## config.mk

```make
export PLATFORM = sky130hd
export DESIGN_NAME = sdrlrp_top
export DESIGN_NICKNAME = d
export VERILOG_FILES = /design/src/sdrlrp_top.v /design/src/sdrlrp_fifo.v /design/src/sdrlrp_rdpipe.v
export VERILOG_INCLUDE_DIRS = /design/src /design/src/src
export SDC_FILE = /design/constraint.sdc
export NUM_CORES = 1
export LEC_CHECK = 0
export BUFFER_PORTS_ARGS = -buffer_cell sky130_fd_sc_hd__buf_2
export CAP_MARGIN = 20
export CORE_UTILIZATION = 60
export CTS_CLUSTER_SIZE = 12
export DETAILED_ROUTE_END_ITERATION = 16
export PLACE_DENSITY = 0.91
export SYNTH_ARGS = -nofsm -noshare
export SYNTH_HDL_FRONTEND = slang
export SYNTH_SLANG_ARGS = --single-unit
```

## constraint.sdc

```tcl
create_clock -name clk_sys -period 4.3 [get_ports clk_sys]
set_input_delay 0.43 -clock clk_sys [delete_from_list [all_inputs] [get_ports clk_sys]]
set_output_delay 0.43 -clock clk_sys [all_outputs]
set_load 0.01 [all_outputs]
```

## src/sdrlrp_map.vh

```
`ifndef SDRLRP_MAP_VH
`define SDRLRP_MAP_VH

// ------------------------------------------------------------
// widths
// ------------------------------------------------------------
`define SDRLRP_MEM_DW        8
`define SDRLRP_LOC_DW        32
`define SDRLRP_BE_W          4
`define SDRLRP_ADDR_W        24
`define SDRLRP_FIFO_DEPTH    4
`define SDRLRP_FIFO_AW       2

// ------------------------------------------------------------
// timing counts
// ------------------------------------------------------------
`define SDRLRP_CLK_PERIOD_NS 8
`define SDRLRP_INIT_US       200
`define SDRLRP_INIT_CYC      ((`SDRLRP_INIT_US * 1000) / `SDRLRP_CLK_PERIOD_NS)
`define SDRLRP_REFI_NS       7800
`define SDRLRP_REFI_CYC      (`SDRLRP_REFI_NS / `SDRLRP_CLK_PERIOD_NS)
`define SDRLRP_TRFC_CYC      8'h0F
`define SDRLRP_RD_LAT_BASE   4
`define SDRLRP_RD_LAT_MAX    8
`define SDRLRP_CMD_W         3

// ------------------------------------------------------------
// memory command codes
// ------------------------------------------------------------
`define SDRLRP_CMD_NOP       3'h0
`define SDRLRP_CMD_ACT       3'h1
`define SDRLRP_CMD_RD        3'h2
`define SDRLRP_CMD_WR        3'h3
`define SDRLRP_CMD_RDA       3'h4
`define SDRLRP_CMD_WRA       3'h5
`define SDRLRP_CMD_PRE       3'h6
`define SDRLRP_CMD_REF       3'h7

`endif

```

## src/sdrlrp_top.v

```verilog
`timescale 1ns/1ns
`include "sdrlrp_map.vh"
module sdrlrp_top #(
	parameter ECC_EN       = 1,
	parameter USER_REFRESH = 1,
	parameter AUTOPCH_EN   = 1,
	parameter INIT_CYC     = `SDRLRP_INIT_CYC,
	parameter REFI_CYC     = `SDRLRP_REFI_CYC
) (
	input  wire                        clk_sys,
	input  wire                        resetn,
	input  wire [`SDRLRP_ADDR_W-1:0]   local_addr,
	input  wire                        local_read_req,
	input  wire                        local_write_req,
	input  wire                        local_refresh_req,
	input  wire                        local_autopch_req,
	input  wire [`SDRLRP_LOC_DW-1:0]   local_wdata,
	input  wire [`SDRLRP_BE_W-1:0]     write_byte_enables,
	input  wire [3:0]                  rd_extra_lat,
	output reg                         local_init_done,
	output reg                         local_ready,
	output wire [`SDRLRP_LOC_DW-1:0]   local_rdata,
	output wire                        local_rdata_valid,
	output wire                        local_rdata_error,
	output reg                         local_refresh_ack,
	output reg                         local_wdata_req,
	output reg  [`SDRLRP_CMD_W-1:0]    mem_cmd_ff,
	output reg  [`SDRLRP_ADDR_W-1:0]   mem_addr_ff,
	output reg  [`SDRLRP_LOC_DW-1:0]   mem_wdata_ff,
	output reg  [`SDRLRP_BE_W-1:0]     mem_be_ff,
	input  wire                        mem_rd_valid,
	input  wire [`SDRLRP_LOC_DW-1:0]   mem_rdata,
	input  wire                        mem_rd_err
);

	// ------------------------------------------------------------
	// states
	// ------------------------------------------------------------
	localparam [5:0] S_INIT = 6'h01;
	localparam [5:0] S_IDLE = 6'h02;
	localparam [5:0] S_PRE  = 6'h04;
	localparam [5:0] S_ACT  = 6'h08;
	localparam [5:0] S_ACC  = 6'h10;
	localparam [5:0] S_REF  = 6'h20;
	localparam       QW     = `SDRLRP_ADDR_W + 2;

	reg  [5:0]                state_ff;
	reg  [5:0]                nxt_state;
	reg  [31:0]               init_cnt_ff;
	reg  [31:0]               refi_cnt_ff;
	reg  [7:0]                trfc_cnt_ff;
	reg                       ref_due_ff;
	reg                       user_ref_ff;
	reg                       bank_open_ff;
	reg                       wdata_wait_ff;
	reg  [`SDRLRP_ADDR_W-1:0] cur_addr_ff;
	reg                       cur_wr_ff;
	reg                       cur_ap_ff;
	reg                       init_armed_ff;
	reg  [2:0]                q_count_ff;

	wire          q_in_valid;
	wire          q_in_ready;
	wire [QW-1:0] q_in_data;
	wire          q_out_valid;
	wire          q_out_ready;
	wire [QW-1:0] q_out_data;
	wire          ref_pending;
	wire          take;

	// ------------------------------------------------------------
	// request queue
	// ------------------------------------------------------------
	// one-hot request pair assumed; a write wins if both seen
	assign q_in_valid  = local_ready & (local_read_req | local_write_req);
	assign q_in_data   = {local_write_req, local_autopch_req & (AUTOPCH_EN != 0), local_addr};
	assign ref_pending = ref_due_ff | user_ref_ff;
	// queue drains only once init is done, and never ahead of a refresh
	assign take        = (state_ff == S_IDLE) & ~ref_pending & q_out_valid;
	assign q_out_ready = take;

	sdrlrp_fifo #(
		.WIDTH (QW),
		.DEPTH (`SDRLRP_FIFO_DEPTH),
		.AW    (`SDRLRP_FIFO_AW)
	) u_fifo (
		.clk_sys   (clk_sys),
		.resetn    (resetn),
		.in_valid  (q_in_valid),
		.in_ready  (q_in_ready),
		.in_data   (q_in_data),
		.out_valid (q_out_valid),
		.out_ready (q_out_ready),
		.out_data  (q_out_data)
	);

	// ------------------------------------------------------------
	// command sequencer
	// ------------------------------------------------------------
	always @* begin
		nxt_state = state_ff;
		case (state_ff)
			S_INIT: begin
				if (init_armed_ff && init_cnt_ff == 32'h0000_0000)
					nxt_state = S_IDLE;
			end
			S_IDLE: begin
				if (ref_pending)
					nxt_state = S_REF;
				else if (q_out_valid)
					nxt_state = bank_open_ff ? S_PRE : S_ACT;
			end
			S_PRE:  nxt_state = S_ACT;
			S_ACT:  nxt_state = S_ACC;
			S_ACC: begin
				if (!cur_wr_ff || wdata_wait_ff)
					nxt_state = S_IDLE;
			end
			S_REF: begin
				if (trfc_cnt_ff == 8'h00)
					nxt_state = S_IDLE;
			end
			default: nxt_state = S_INIT;
		endcase
	end

	// ------------------------------------------------------------
	// ready, from a local copy of queue occupancy
	// ------------------------------------------------------------
	// ready is a flop, so it looks one entry ahead and drops as the last (fourth) slot is written
	always @(posedge clk_sys or negedge resetn) begin
		if (!resetn) begin
			q_count_ff  <= 3'h0;
			local_ready <= 1'b0;
		end else begin
			if (q_in_valid & q_in_ready & ~take)
				q_count_ff <= q_count_ff + 3'h1;
			else if (take & ~(q_in_valid & q_in_ready))
				q_count_ff <= q_count_ff - 3'h1;
			local_ready <= q_in_ready & ~(q_in_valid & (q_count_ff == 3'h3));
		end
	end

	// ------------------------------------------------------------
	// init countdown and refresh bookkeeping
	// ------------------------------------------------------------
	always @(posedge clk_sys or negedge resetn) begin
		if (!resetn) begin
			init_cnt_ff     <= 32'h0000_0000;
			init_armed_ff   <= 1'b0;
			local_init_done <= 1'b0;
			refi_cnt_ff     <= 32'h0000_0000;
			trfc_cnt_ff     <= 8'h00;
			ref_due_ff      <= 1'b0;
			user_ref_ff     <= 1'b0;
		end else begin
			// first edge loads the counter; done only once it has run down
			if (state_ff == S_INIT) begin
				init_armed_ff <= 1'b1;
				if (!init_armed_ff)
					init_cnt_ff <= INIT_CYC;
				else if (init_cnt_ff != 32'h0000_0000)
					init_cnt_ff <= init_cnt_ff - 32'h0000_0001;
			end
			if (state_ff == S_INIT && nxt_state == S_IDLE)
				local_init_done <= 1'b1;
			if (state_ff == S_IDLE && ref_pending) begin
				trfc_cnt_ff <= `SDRLRP_TRFC_CYC;
				ref_due_ff  <= 1'b0;
				user_ref_ff <= 1'b0;
			end else if (state_ff == S_REF && trfc_cnt_ff != 8'h00) begin
				trfc_cnt_ff <= trfc_cnt_ff - 8'h01;
			end
			// set beats clear: a request in the issue cycle is kept
			if (USER_REFRESH != 0 && local_refresh_req)
				user_ref_ff <= 1'b1;
			// timer runs only when the user does not own refresh
			if (USER_REFRESH == 0 && local_init_done) begin
				if (refi_cnt_ff >= REFI_CYC - 1) begin
					refi_cnt_ff <= 32'h0000_0000;
					ref_due_ff  <= 1'b1;
				end else begin
					refi_cnt_ff <= refi_cnt_ff + 32'h0000_0001;
				end
			end
		end
	end

	// ------------------------------------------------------------
	// sequencer outputs
	// ------------------------------------------------------------
	always @(posedge clk_sys or negedge resetn) begin
		if (!resetn) begin
			state_ff          <= S_INIT;
			local_refresh_ack <= 1'b0;
			local_wdata_req   <= 1'b0;
			bank_open_ff      <= 1'b0;
			wdata_wait_ff     <= 1'b0;
			cur_addr_ff       <= {`SDRLRP_ADDR_W{1'b0}};
			cur_wr_ff         <= 1'b0;
			cur_ap_ff         <= 1'b0;
			mem_cmd_ff        <= `SDRLRP_CMD_NOP;
			mem_addr_ff       <= {`SDRLRP_ADDR_W{1'b0}};
			mem_wdata_ff      <= {`SDRLRP_LOC_DW{1'b0}};
			mem_be_ff         <= {`SDRLRP_BE_W{1'b0}};
		end else begin
			state_ff          <= nxt_state;
			mem_cmd_ff        <= `SDRLRP_CMD_NOP;
			local_refresh_ack <= 1'b0;
			local_wdata_req   <= 1'b0;
			if (state_ff == S_IDLE && ref_pending) begin
				mem_cmd_ff        <= `SDRLRP_CMD_REF;
				local_refresh_ack <= 1'b1;
				bank_open_ff      <= 1'b0;
			end
			if (take) begin
				cur_wr_ff   <= q_out_data[QW-1];
				cur_ap_ff   <= q_out_data[QW-2];
				cur_addr_ff <= q_out_data[`SDRLRP_ADDR_W-1:0];
				if (bank_open_ff)
					mem_cmd_ff <= `SDRLRP_CMD_PRE;
			end
			if (state_ff == S_ACT) begin
				mem_cmd_ff   <= `SDRLRP_CMD_ACT;
				mem_addr_ff  <= cur_addr_ff;
				bank_open_ff <= 1'b1;
				if (cur_wr_ff)
					local_wdata_req <= 1'b1;
			end
			if (state_ff == S_ACC) begin
				wdata_wait_ff <= 1'b0;
				if (!cur_wr_ff || wdata_wait_ff) begin
					if (cur_wr_ff)
						mem_cmd_ff <= cur_ap_ff ? `SDRLRP_CMD_WRA : `SDRLRP_CMD_WR;
					else
						mem_cmd_ff <= cur_ap_ff ? `SDRLRP_CMD_RDA : `SDRLRP_CMD_RD;
					// with auto-precharge the bank is closed by the memory itself, otherwise it stays open
					bank_open_ff <= ~cur_ap_ff;
				end else begin
					// data sampled the edge after the request pulse
					mem_wdata_ff  <= local_wdata;
					mem_be_ff     <= write_byte_enables;
					wdata_wait_ff <= 1'b1;
				end
			end
		end
	end

	// ------------------------------------------------------------
	// read return path
	// ------------------------------------------------------------
	wire [`SDRLRP_LOC_DW:0] rd_word;
	wire                    rd_err_in;

	// error gated at the entry so the output comes straight off a flop
	assign rd_err_in = mem_rd_err & mem_rd_valid & (ECC_EN != 0);

	sdrlrp_rdpipe #(
		.WIDTH (`SDRLRP_LOC_DW + 1)
	) u_rdpipe (
		.clk_sys      (clk_sys),
		.resetn       (resetn),
		.extra_lat    (rd_extra_lat),
		.in_valid     (mem_rd_valid),
		.in_word      ({rd_err_in, mem_rdata}),
		.out_valid_ff (local_rdata_valid),
		.out_word_ff  (rd_word)
	);

	assign local_rdata = rd_word[`SDRLRP_LOC_DW-1:0];
	// error travels in the same word as its data
	assign local_rdata_error = rd_word[`SDRLRP_LOC_DW];

endmodule // sdrlrp_top

```

## src/sdrlrp_fifo.v

```verilog
`timescale 1ns/1ns
module sdrlrp_fifo #(
	parameter WIDTH = 32,
	parameter DEPTH = 4,
	parameter AW    = 2
) (
	input  wire             clk_sys,
	input  wire             resetn,
	input  wire             in_valid,
	output wire             in_ready,
	input  wire [WIDTH-1:0] in_data,
	output wire             out_valid,
	input  wire             out_ready,
	output wire [WIDTH-1:0] out_data
);

	// ------------------------------------------------------------
	// storage
	// ------------------------------------------------------------
	reg [WIDTH-1:0] mem_ff [0:DEPTH-1];
	reg [AW-1:0]    wr_ptr_ff;
	reg [AW-1:0]    rd_ptr_ff;
	reg [AW:0]      count_ff;
	wire            push;
	wire            pop;
	integer         i;

	assign in_ready  = (count_ff != DEPTH[AW:0]);
	assign out_valid = (count_ff != {(AW+1){1'b0}});
	assign out_data  = mem_ff[rd_ptr_ff];
	assign push      = in_valid & in_ready;
	assign pop       = out_valid & out_ready;

	always @(posedge clk_sys or negedge resetn) begin
		if (!resetn) begin
			wr_ptr_ff <= {AW{1'b0}};
			rd_ptr_ff <= {AW{1'b0}};
			count_ff  <= {(AW+1){1'b0}};
			for (i = 0; i < DEPTH; i = i + 1)
				mem_ff[i] <= {WIDTH{1'b0}};
		end else begin
			if (push) begin
				mem_ff[wr_ptr_ff] <= in_data;
				wr_ptr_ff         <= wr_ptr_ff + 1'b1;
			end
			if (pop)
				rd_ptr_ff <= rd_ptr_ff + 1'b1;
			if (push & ~pop)
				count_ff <= count_ff + 1'b1;
			else if (pop & ~push)
				count_ff <= count_ff - 1'b1;
		end
	end

endmodule // sdrlrp_fifo

```

## src/sdrlrp_rdpipe.v

```verilog
`timescale 1ns/1ns
`include "sdrlrp_map.vh"
module sdrlrp_rdpipe #(
	parameter WIDTH = 34
) (
	input  wire             clk_sys,
	input  wire             resetn,
	input  wire [3:0]       extra_lat,
	input  wire             in_valid,
	input  wire [WIDTH-1:0] in_word,
	output reg              out_valid_ff,
	output reg  [WIDTH-1:0] out_word_ff
);

	// ------------------------------------------------------------
	// delay line, tap chosen by configured latency
	// ------------------------------------------------------------
	// valid and data share one word so they cannot drift apart
	reg [WIDTH:0] stage_ff [0:`SDRLRP_RD_LAT_MAX-1];
	wire [WIDTH:0] tap;

	genvar g;
	generate
		for (g = 0; g < `SDRLRP_RD_LAT_MAX; g = g + 1) begin : g_stage
			if (g == 0) begin : g_head
				always @(posedge clk_sys or negedge resetn) begin
					if (!resetn)
						stage_ff[g] <= {(WIDTH+1){1'b0}};
					else
						stage_ff[g] <= {in_valid, in_word};
				end
			end else begin : g_tail
				// split so stage 0 never names an index below the array
				always @(posedge clk_sys or negedge resetn) begin
					if (!resetn)
						stage_ff[g] <= {(WIDTH+1){1'b0}};
					else
						stage_ff[g] <= stage_ff[g-1];
				end
			end
		end
	endgenerate

	assign tap = (extra_lat >= 4'h7) ? stage_ff[7] : stage_ff[extra_lat[2:0]];

	always @(posedge clk_sys or negedge resetn) begin
		if (!resetn) begin
			out_valid_ff <= 1'b0;
			out_word_ff  <= {WIDTH{1'b0}};
		end else begin
			out_valid_ff <= tap[WIDTH];
			out_word_ff  <= tap[WIDTH-1:0];
		end
	end

endmodule // sdrlrp_rdpipe

```

== After elaboration in Yosys (flattened, before gate mapping) ==
Index checks and enable logic that the tools add are counted.
Word-level totals
  register bits after elaboration: 563
  bits of input ports: 104
Cells by class
  add/sub/neg operators: 8
  order comparisons: 5
  equal/unequal tests: 10
  mux-type cells: 44
  bitwise logic cells: 23
  reductions and logical operators: 18
Operators by type and width (count)
  $bwmux 104: 1
  $bmux 34 s3: 1
  $mux 34: 3
  $mux 26: 3
  $mux 32: 2
  $bmux 26 s2: 1
  $demux 26 s2: 1
  $mux 3: 13
  $pmux 6 s6: 1
  $logic_not 32->1: 1
  $reduce_bool 32->1: 1
  $sub 32x1->32 const B: 1
  $mux 6: 5
  $mux 8: 2
  $and 1x1->1: 12
  $eq 6x2->1 const B: 2
  $mux 1: 10
  $logic_not 8->1: 1
  $reduce_bool 2->1: 4
  $reduce_bool 8->1: 1
  $sub 8x1->8 const B: 1
  $not 1->1: 7
  $add 3x1->3 const B: 2
  $eq 6x1->1 const B: 1
  22 further kinds: 31

== Depth between registers and ports, before layout ==
  depth in word-level cells: 8
  gate-level depth with buffers: 12

== Cells and area by module ==
From an unflattened synthesis, not the netlist that was laid out.
Second synthesis, totals
  cells, all modules: 1461
  area, all modules: 22434.0 um^2
By module, submodules not included
  sdrlrp_rdpipe: times used 1, cells each 583, area an instance 10597.7 um^2, seq. area each 7657.3 um^2
  sdrlrp_top: times used 1, cells each 590, area an instance 6537.5 um^2, seq. area each 3654.8 um^2
  sdrlrp_fifo: times used 1, cells each 288, area an instance 5298.8 um^2, seq. area each 2777.7 um^2

== Worst setup path after synthesis ==
Ideal clock, no wire load.
  path kind: flip-flop to flip-flop
  from: register state_ff[5]
  to: register q_count_ff[1]
  library setup time: 0.125 ns
  arrival time: 2.677 ns
  data required time: 4.175 ns
  path slack: 1.499 ns
  stages on the path, launching flop included: 10
  path through: dfrtp_1 > nor4_1 > nand3b_1 > nor3_1 > buf_2 > inv_1 > ha_1 > inv_1 > fa_1 > mux2_2
On the way
  cells in the longest elaborated chain, start to end: 6
  elaborated cells on any way between the ends: 8
  classes of those cells: eq/ne (1); mux (1); bitwise (5); reduce/logical (1)
Ends and longest elaborated chain
  start: declaration: line sdrlrp_top.v:47  | reg [5:0] state_ff;
  start signal: assignment: line sdrlrp_top.v:207  | state_ff <= nxt_state;
  $eq 6x2->1 (*): line sdrlrp_top.v:79  | assign take = (state_ff == S_IDLE) & ~ref_pending & q_out_valid;
  $and 1x1->1 (*) (2 in a row): line sdrlrp_top.v:79
  $not 1->1: line sdrlrp_top.v:136  | if (q_in_valid & q_in_ready & ~take)
  $and 1x1->1: line sdrlrp_top.v:136
  $mux 3 / $reduce_bool 2->1 (equally long branches)
  end signal: assignment: line sdrlrp_top.v:137  | q_count_ff <= q_count_ff + 3'h1;
  end signal: assignment: line sdrlrp_top.v:139  | q_count_ff <= q_count_ff - 3'h1;
  end: declaration: line sdrlrp_top.v:60  | reg [2:0] q_count_ff;
Every way passes the cells marked *; elsewhere a longest branch is shown, timed or not.
A chain may end at the register's enable or synchronous reset.

== Worst setup path in the final report ==
  from: register init_cnt_ff[8]
  to: register init_cnt_ff[22]
On the way
  cells in the longest elaborated chain, start to end: 3
  elaborated cells on any way between the ends: 6
  classes of those cells: add/sub (1); eq/ne (1); mux (2); reduce/logical (2)
Ends and longest elaborated chain
  start: declaration: line sdrlrp_top.v:49  | reg [31:0] init_cnt_ff;
  start signal: assignment: line sdrlrp_top.v:163  | init_cnt_ff <= init_cnt_ff - 32'h0000_0001;
  $sub 32x1->32 / $reduce_bool 32->1 (equally long branches): line sdrlrp_top.v:163, sdrlrp_top.v:162
  $mux 32 / $ne 2x1->1 (equally long branches)
  $mux 32 / $reduce_and 2->1 (equally long branches)
Several ways; a longest one is shown, not always the timed one. The select of a mux whose other input is x is not followed.

==> results.cfg <==
[clocking]
cts_buffers = 55
cts_resized = 0
cts_buffer_depth = 3
cts_hold_buf = 34
cts-htree-levels = 2
clkSinkCount = 563
worstSkewPairLatency_ns = 0.61
cts_setup_buffers = 0
clk_pin_slew_ns = 0.06
root_buffer = clkbuf_16
cts_tree = built

[detailed_routing]
drtPass1Iterations = 5
post_drt_wl_per_cell_um = 21.7
drc_errors = 0
vias = 13300
finalWirelength_um = 47800
viasPerCell = 6.05
drtAntennaViolNets = 0
drtIter0Drc = 1188

[status]
outcome = complete, no violations

[power]
swShare_pct = 24.9
pwr-share-clk_pct = 34.1
p_switching_uw = 3130
peakVddDrop_mv = 0.462
power_uw = 12600
power.leakage_uw = 0.0110
p_comb_share_pct = 14.7
power_density_mw_per_mm2 = 514
power.internal_uw = 9460
seq_power_share_pct = 51.1

[logic_synthesis]
ys_seq_area_share_pct = 66.9
yosysWarnings = 0
synth.distinct_cells = 65
syn_inst = 1484
synth_edf_count = 0
synthTopCellsByArea = dfrtp_1, mux2_2, mux4_2
synthFlopType = dfrtp_1
synth_common_cells = dfrtp_1, nand2_1, mux2_2, nor2_1, clkbuf_1
synth_top_area_share_pct = 66.8
syn_nets = 1598
synth.most_common_cell = dfrtp_1
syn_area_mm2 = 0.0211
syn_avg_cell_area_um2 = 14.2
synthArstFlopShare_pct = 100
yosys.area.top_type = dfrtp_1
ys_seq_elements = 563

[timing]
fin_tns_setup_ns = 0
rsz0062_at_grt = false
skew_ns = 0.0131
hold_viol_final = 0
worst_hold_slack_ns = 0.0296
maxSlewViolCount = 0
worst_pin_slew_ns = 1.14
slew_headroom_pct = 24.1
timing.final.crit_share_pct = 67.9
finalCriticalPeriod_ns = 2.92
fmax_mhz = 343
setup-violations-final = 0

[grt]
grt_pass1_wl_um = 76600
gr-usage-met1_pct = 35.1
grt_overflow = 0
antenna_found_initial = 6
grt_max_degree = 124
busiest_layer = met2
gr-usage-all-layers_pct = 27.5
grtUsageMet3_pct = 5.99
grt_pass1_vias = 14100
gr-usage-met2_pct = 45.9

[worst_setup_path]
cp.arrival_ns = 3.41
cp.required_ns = 4.79
critical_path.slowest_cell = and3_1
crit_family = simple AND/OR/NAND/NOR gates
critPathLaunchType = flip-flop
critPathCaptureType = flip-flop
cpPeakStageDelay_ns = 0.80
crit_chain = or4_4 -> nor3_4 -> and3_1 -> nor3_1 -> a221o_1
worstSetupPathType = reg2reg
crit_buf_inv = 0
critPathMaxFanout = 23

[worst_hold_path]
hp-class = in2reg

[place]
post-dp-hpwl_um = 27600
portBuffers = 204
postPlaceCellArea_mm2 = 0.0226
gp_congestion = 0.890

[floorplan]
die_w_um = 189
ios = 205
std_cell_rows = 68
initial_utilization_pct = 61.0
chipHeight_um = 189
coreArea_mm2 = 0.0345
dieArea_mm2 = 0.0359

[final_layout]
fillers = 2069
drive_gt1_share_pct = 30.3
final_area_mm2 = 0.0245
nNetsFinal = 1837
area_delta_synth_final_pct = 16.3

[job]
max_cap_viol_count = 0
[placed cells by master, fill, tap and decap left out, types with 8 or more instances in the layout]
master and n:
mux4_2 60, o31ai_1 23, clkbuf_16 55, mux2_2 165, buf_2 202, inv_1 18, dlygate4sd3_1 34, ha_1 8
nor4_1 8, buf_4 14, nand2b_1 38, a31oi_1 45, o221ai_1 33, nand2_1 207, dfrtp_1 561, o21ai_0 33
xnor2_1 11, nor3_1 15, a21oi_1 15, nor2_1 64, clkbuf_1 13, nand3_1 12
[layout make-up]
| type | count | area, um2 | area share, % |
|---|---|---|---|
| diodes | 4 | 10.0 | 0.0409 |
| clock buffers | 73 | 1490 | 6.10 |
| clock inverters | 5 | 50.0 | 0.204 |
| inverters | 20 | 75.1 | 0.306 |
| multi-input cells | 824 | 6600 | 26.9 |
| flip-flops and latches | 563 | 14100 | 57.5 |
| well taps | 455 | 569 | 2.32 |
| repair buffers | 259 | 1610 | 6.59 |
[registers in the layout, summed over array words and instances (netlist names), 3 cells and up]
| name | cells |
|---|---|
| mem_wdata_ff | 32 |
| u_rdpipe.stage_ff | 272 |
| trfc_cnt_ff | 8 |
| mem_cmd_ff | 3 |
| mem_be_ff | 4 |
| cur_addr_ff | 24 |
| state_ff | 6 |
| init_cnt_ff | 32 |
| u_fifo.count_ff | 3 |
| u_rdpipe.out_word_ff | 33 |
| u_fifo.mem_ff | 104 |
| mem_addr_ff | 24 |
| q_count_ff | 3 |
[worst paths after layout]
check,from,end,slack [ns],cells past startpoint
setup / recovery,init_cnt_ff[8]$_DFFE_PN0P_,init_cnt_ff[22]$_DFFE_PN0P_,1.38,5
hold / removal,local_wdata[9],mem_wdata_ff[9]$_DFFE_PN0P_,0.03,3
setup reg to reg,init_cnt_ff[8]$_DFFE_PN0P_,init_cnt_ff[22]$_DFFE_PN0P_,1.38,5
hold reg to reg,u_rdpipe.stage_ff[212]$_DFF_PN0_,u_rdpipe.stage_ff[178]$_DFF_PN0_,0.37,0
max in group asynchronous,resetn,mem_addr_ff[7]$_DFFE_PN0P_,2.63,3
min in group asynchronous,resetn,u_rdpipe.stage_ff[84]$_DFF_PN0_,0.52,2
[logic make-up (layout without fill, tap and decap cells)]
kind of cell / after synthesis / in the layout / synth area share [%]
buf+inv: 97 / 357 / 1.90
mux: 227 / 227 / 15.3
simple gates: 392 / 392 / 8.65
fa+ha+maj: 10 / 10 / 0.665
compound gates: 178 / 178 / 5.86
xor+xnor: 17 / 17 / 0.707
flops: 563 / 563 / 66.9
other cells: 0 / 4 / 0
[stage by stage]
step           setup WS (ns)  util (%)  instances
2_1_floorplan           1.50         -       1484
3_3_place_gp            1.54      65.4       2085
3_5_place_dp            1.48      65.4       2085
4_1_cts                 1.48      70.8       2197
5_1_grt                 1.29      70.9       2201
6_report                1.38      70.9       2203
[routing by layer]
layer  wire, um  vias up
met1      18800     6946
li1           -     5757
met5         27        -
met4       1670        4
met2      24600      476
met3       2610      145
[power groups by stage]
stage / combinational, uW / clock (uW) / sequential, uW
6_report: 1850 / 4300 / 6440
5_1_grt: 2000 / 4570 / 6510
4_1_cts: 1870 / 4360 / 6430
3_5_place_dp: 1810 / 0 / 6490
3_3_place_gp: 1680 / 0 / 6410
2_1_floorplan: 1290 / 0 / 6360
[worst reg2reg max path: stages, from the launching register on]
cell and delay [ns]:
dfrtp_1 0.46, or4_4 0.60, nor3_4 0.36, and3_1 0.80
nor3_1 0.23, a221o_1 0.34
(Power assumes the default switching activity.)
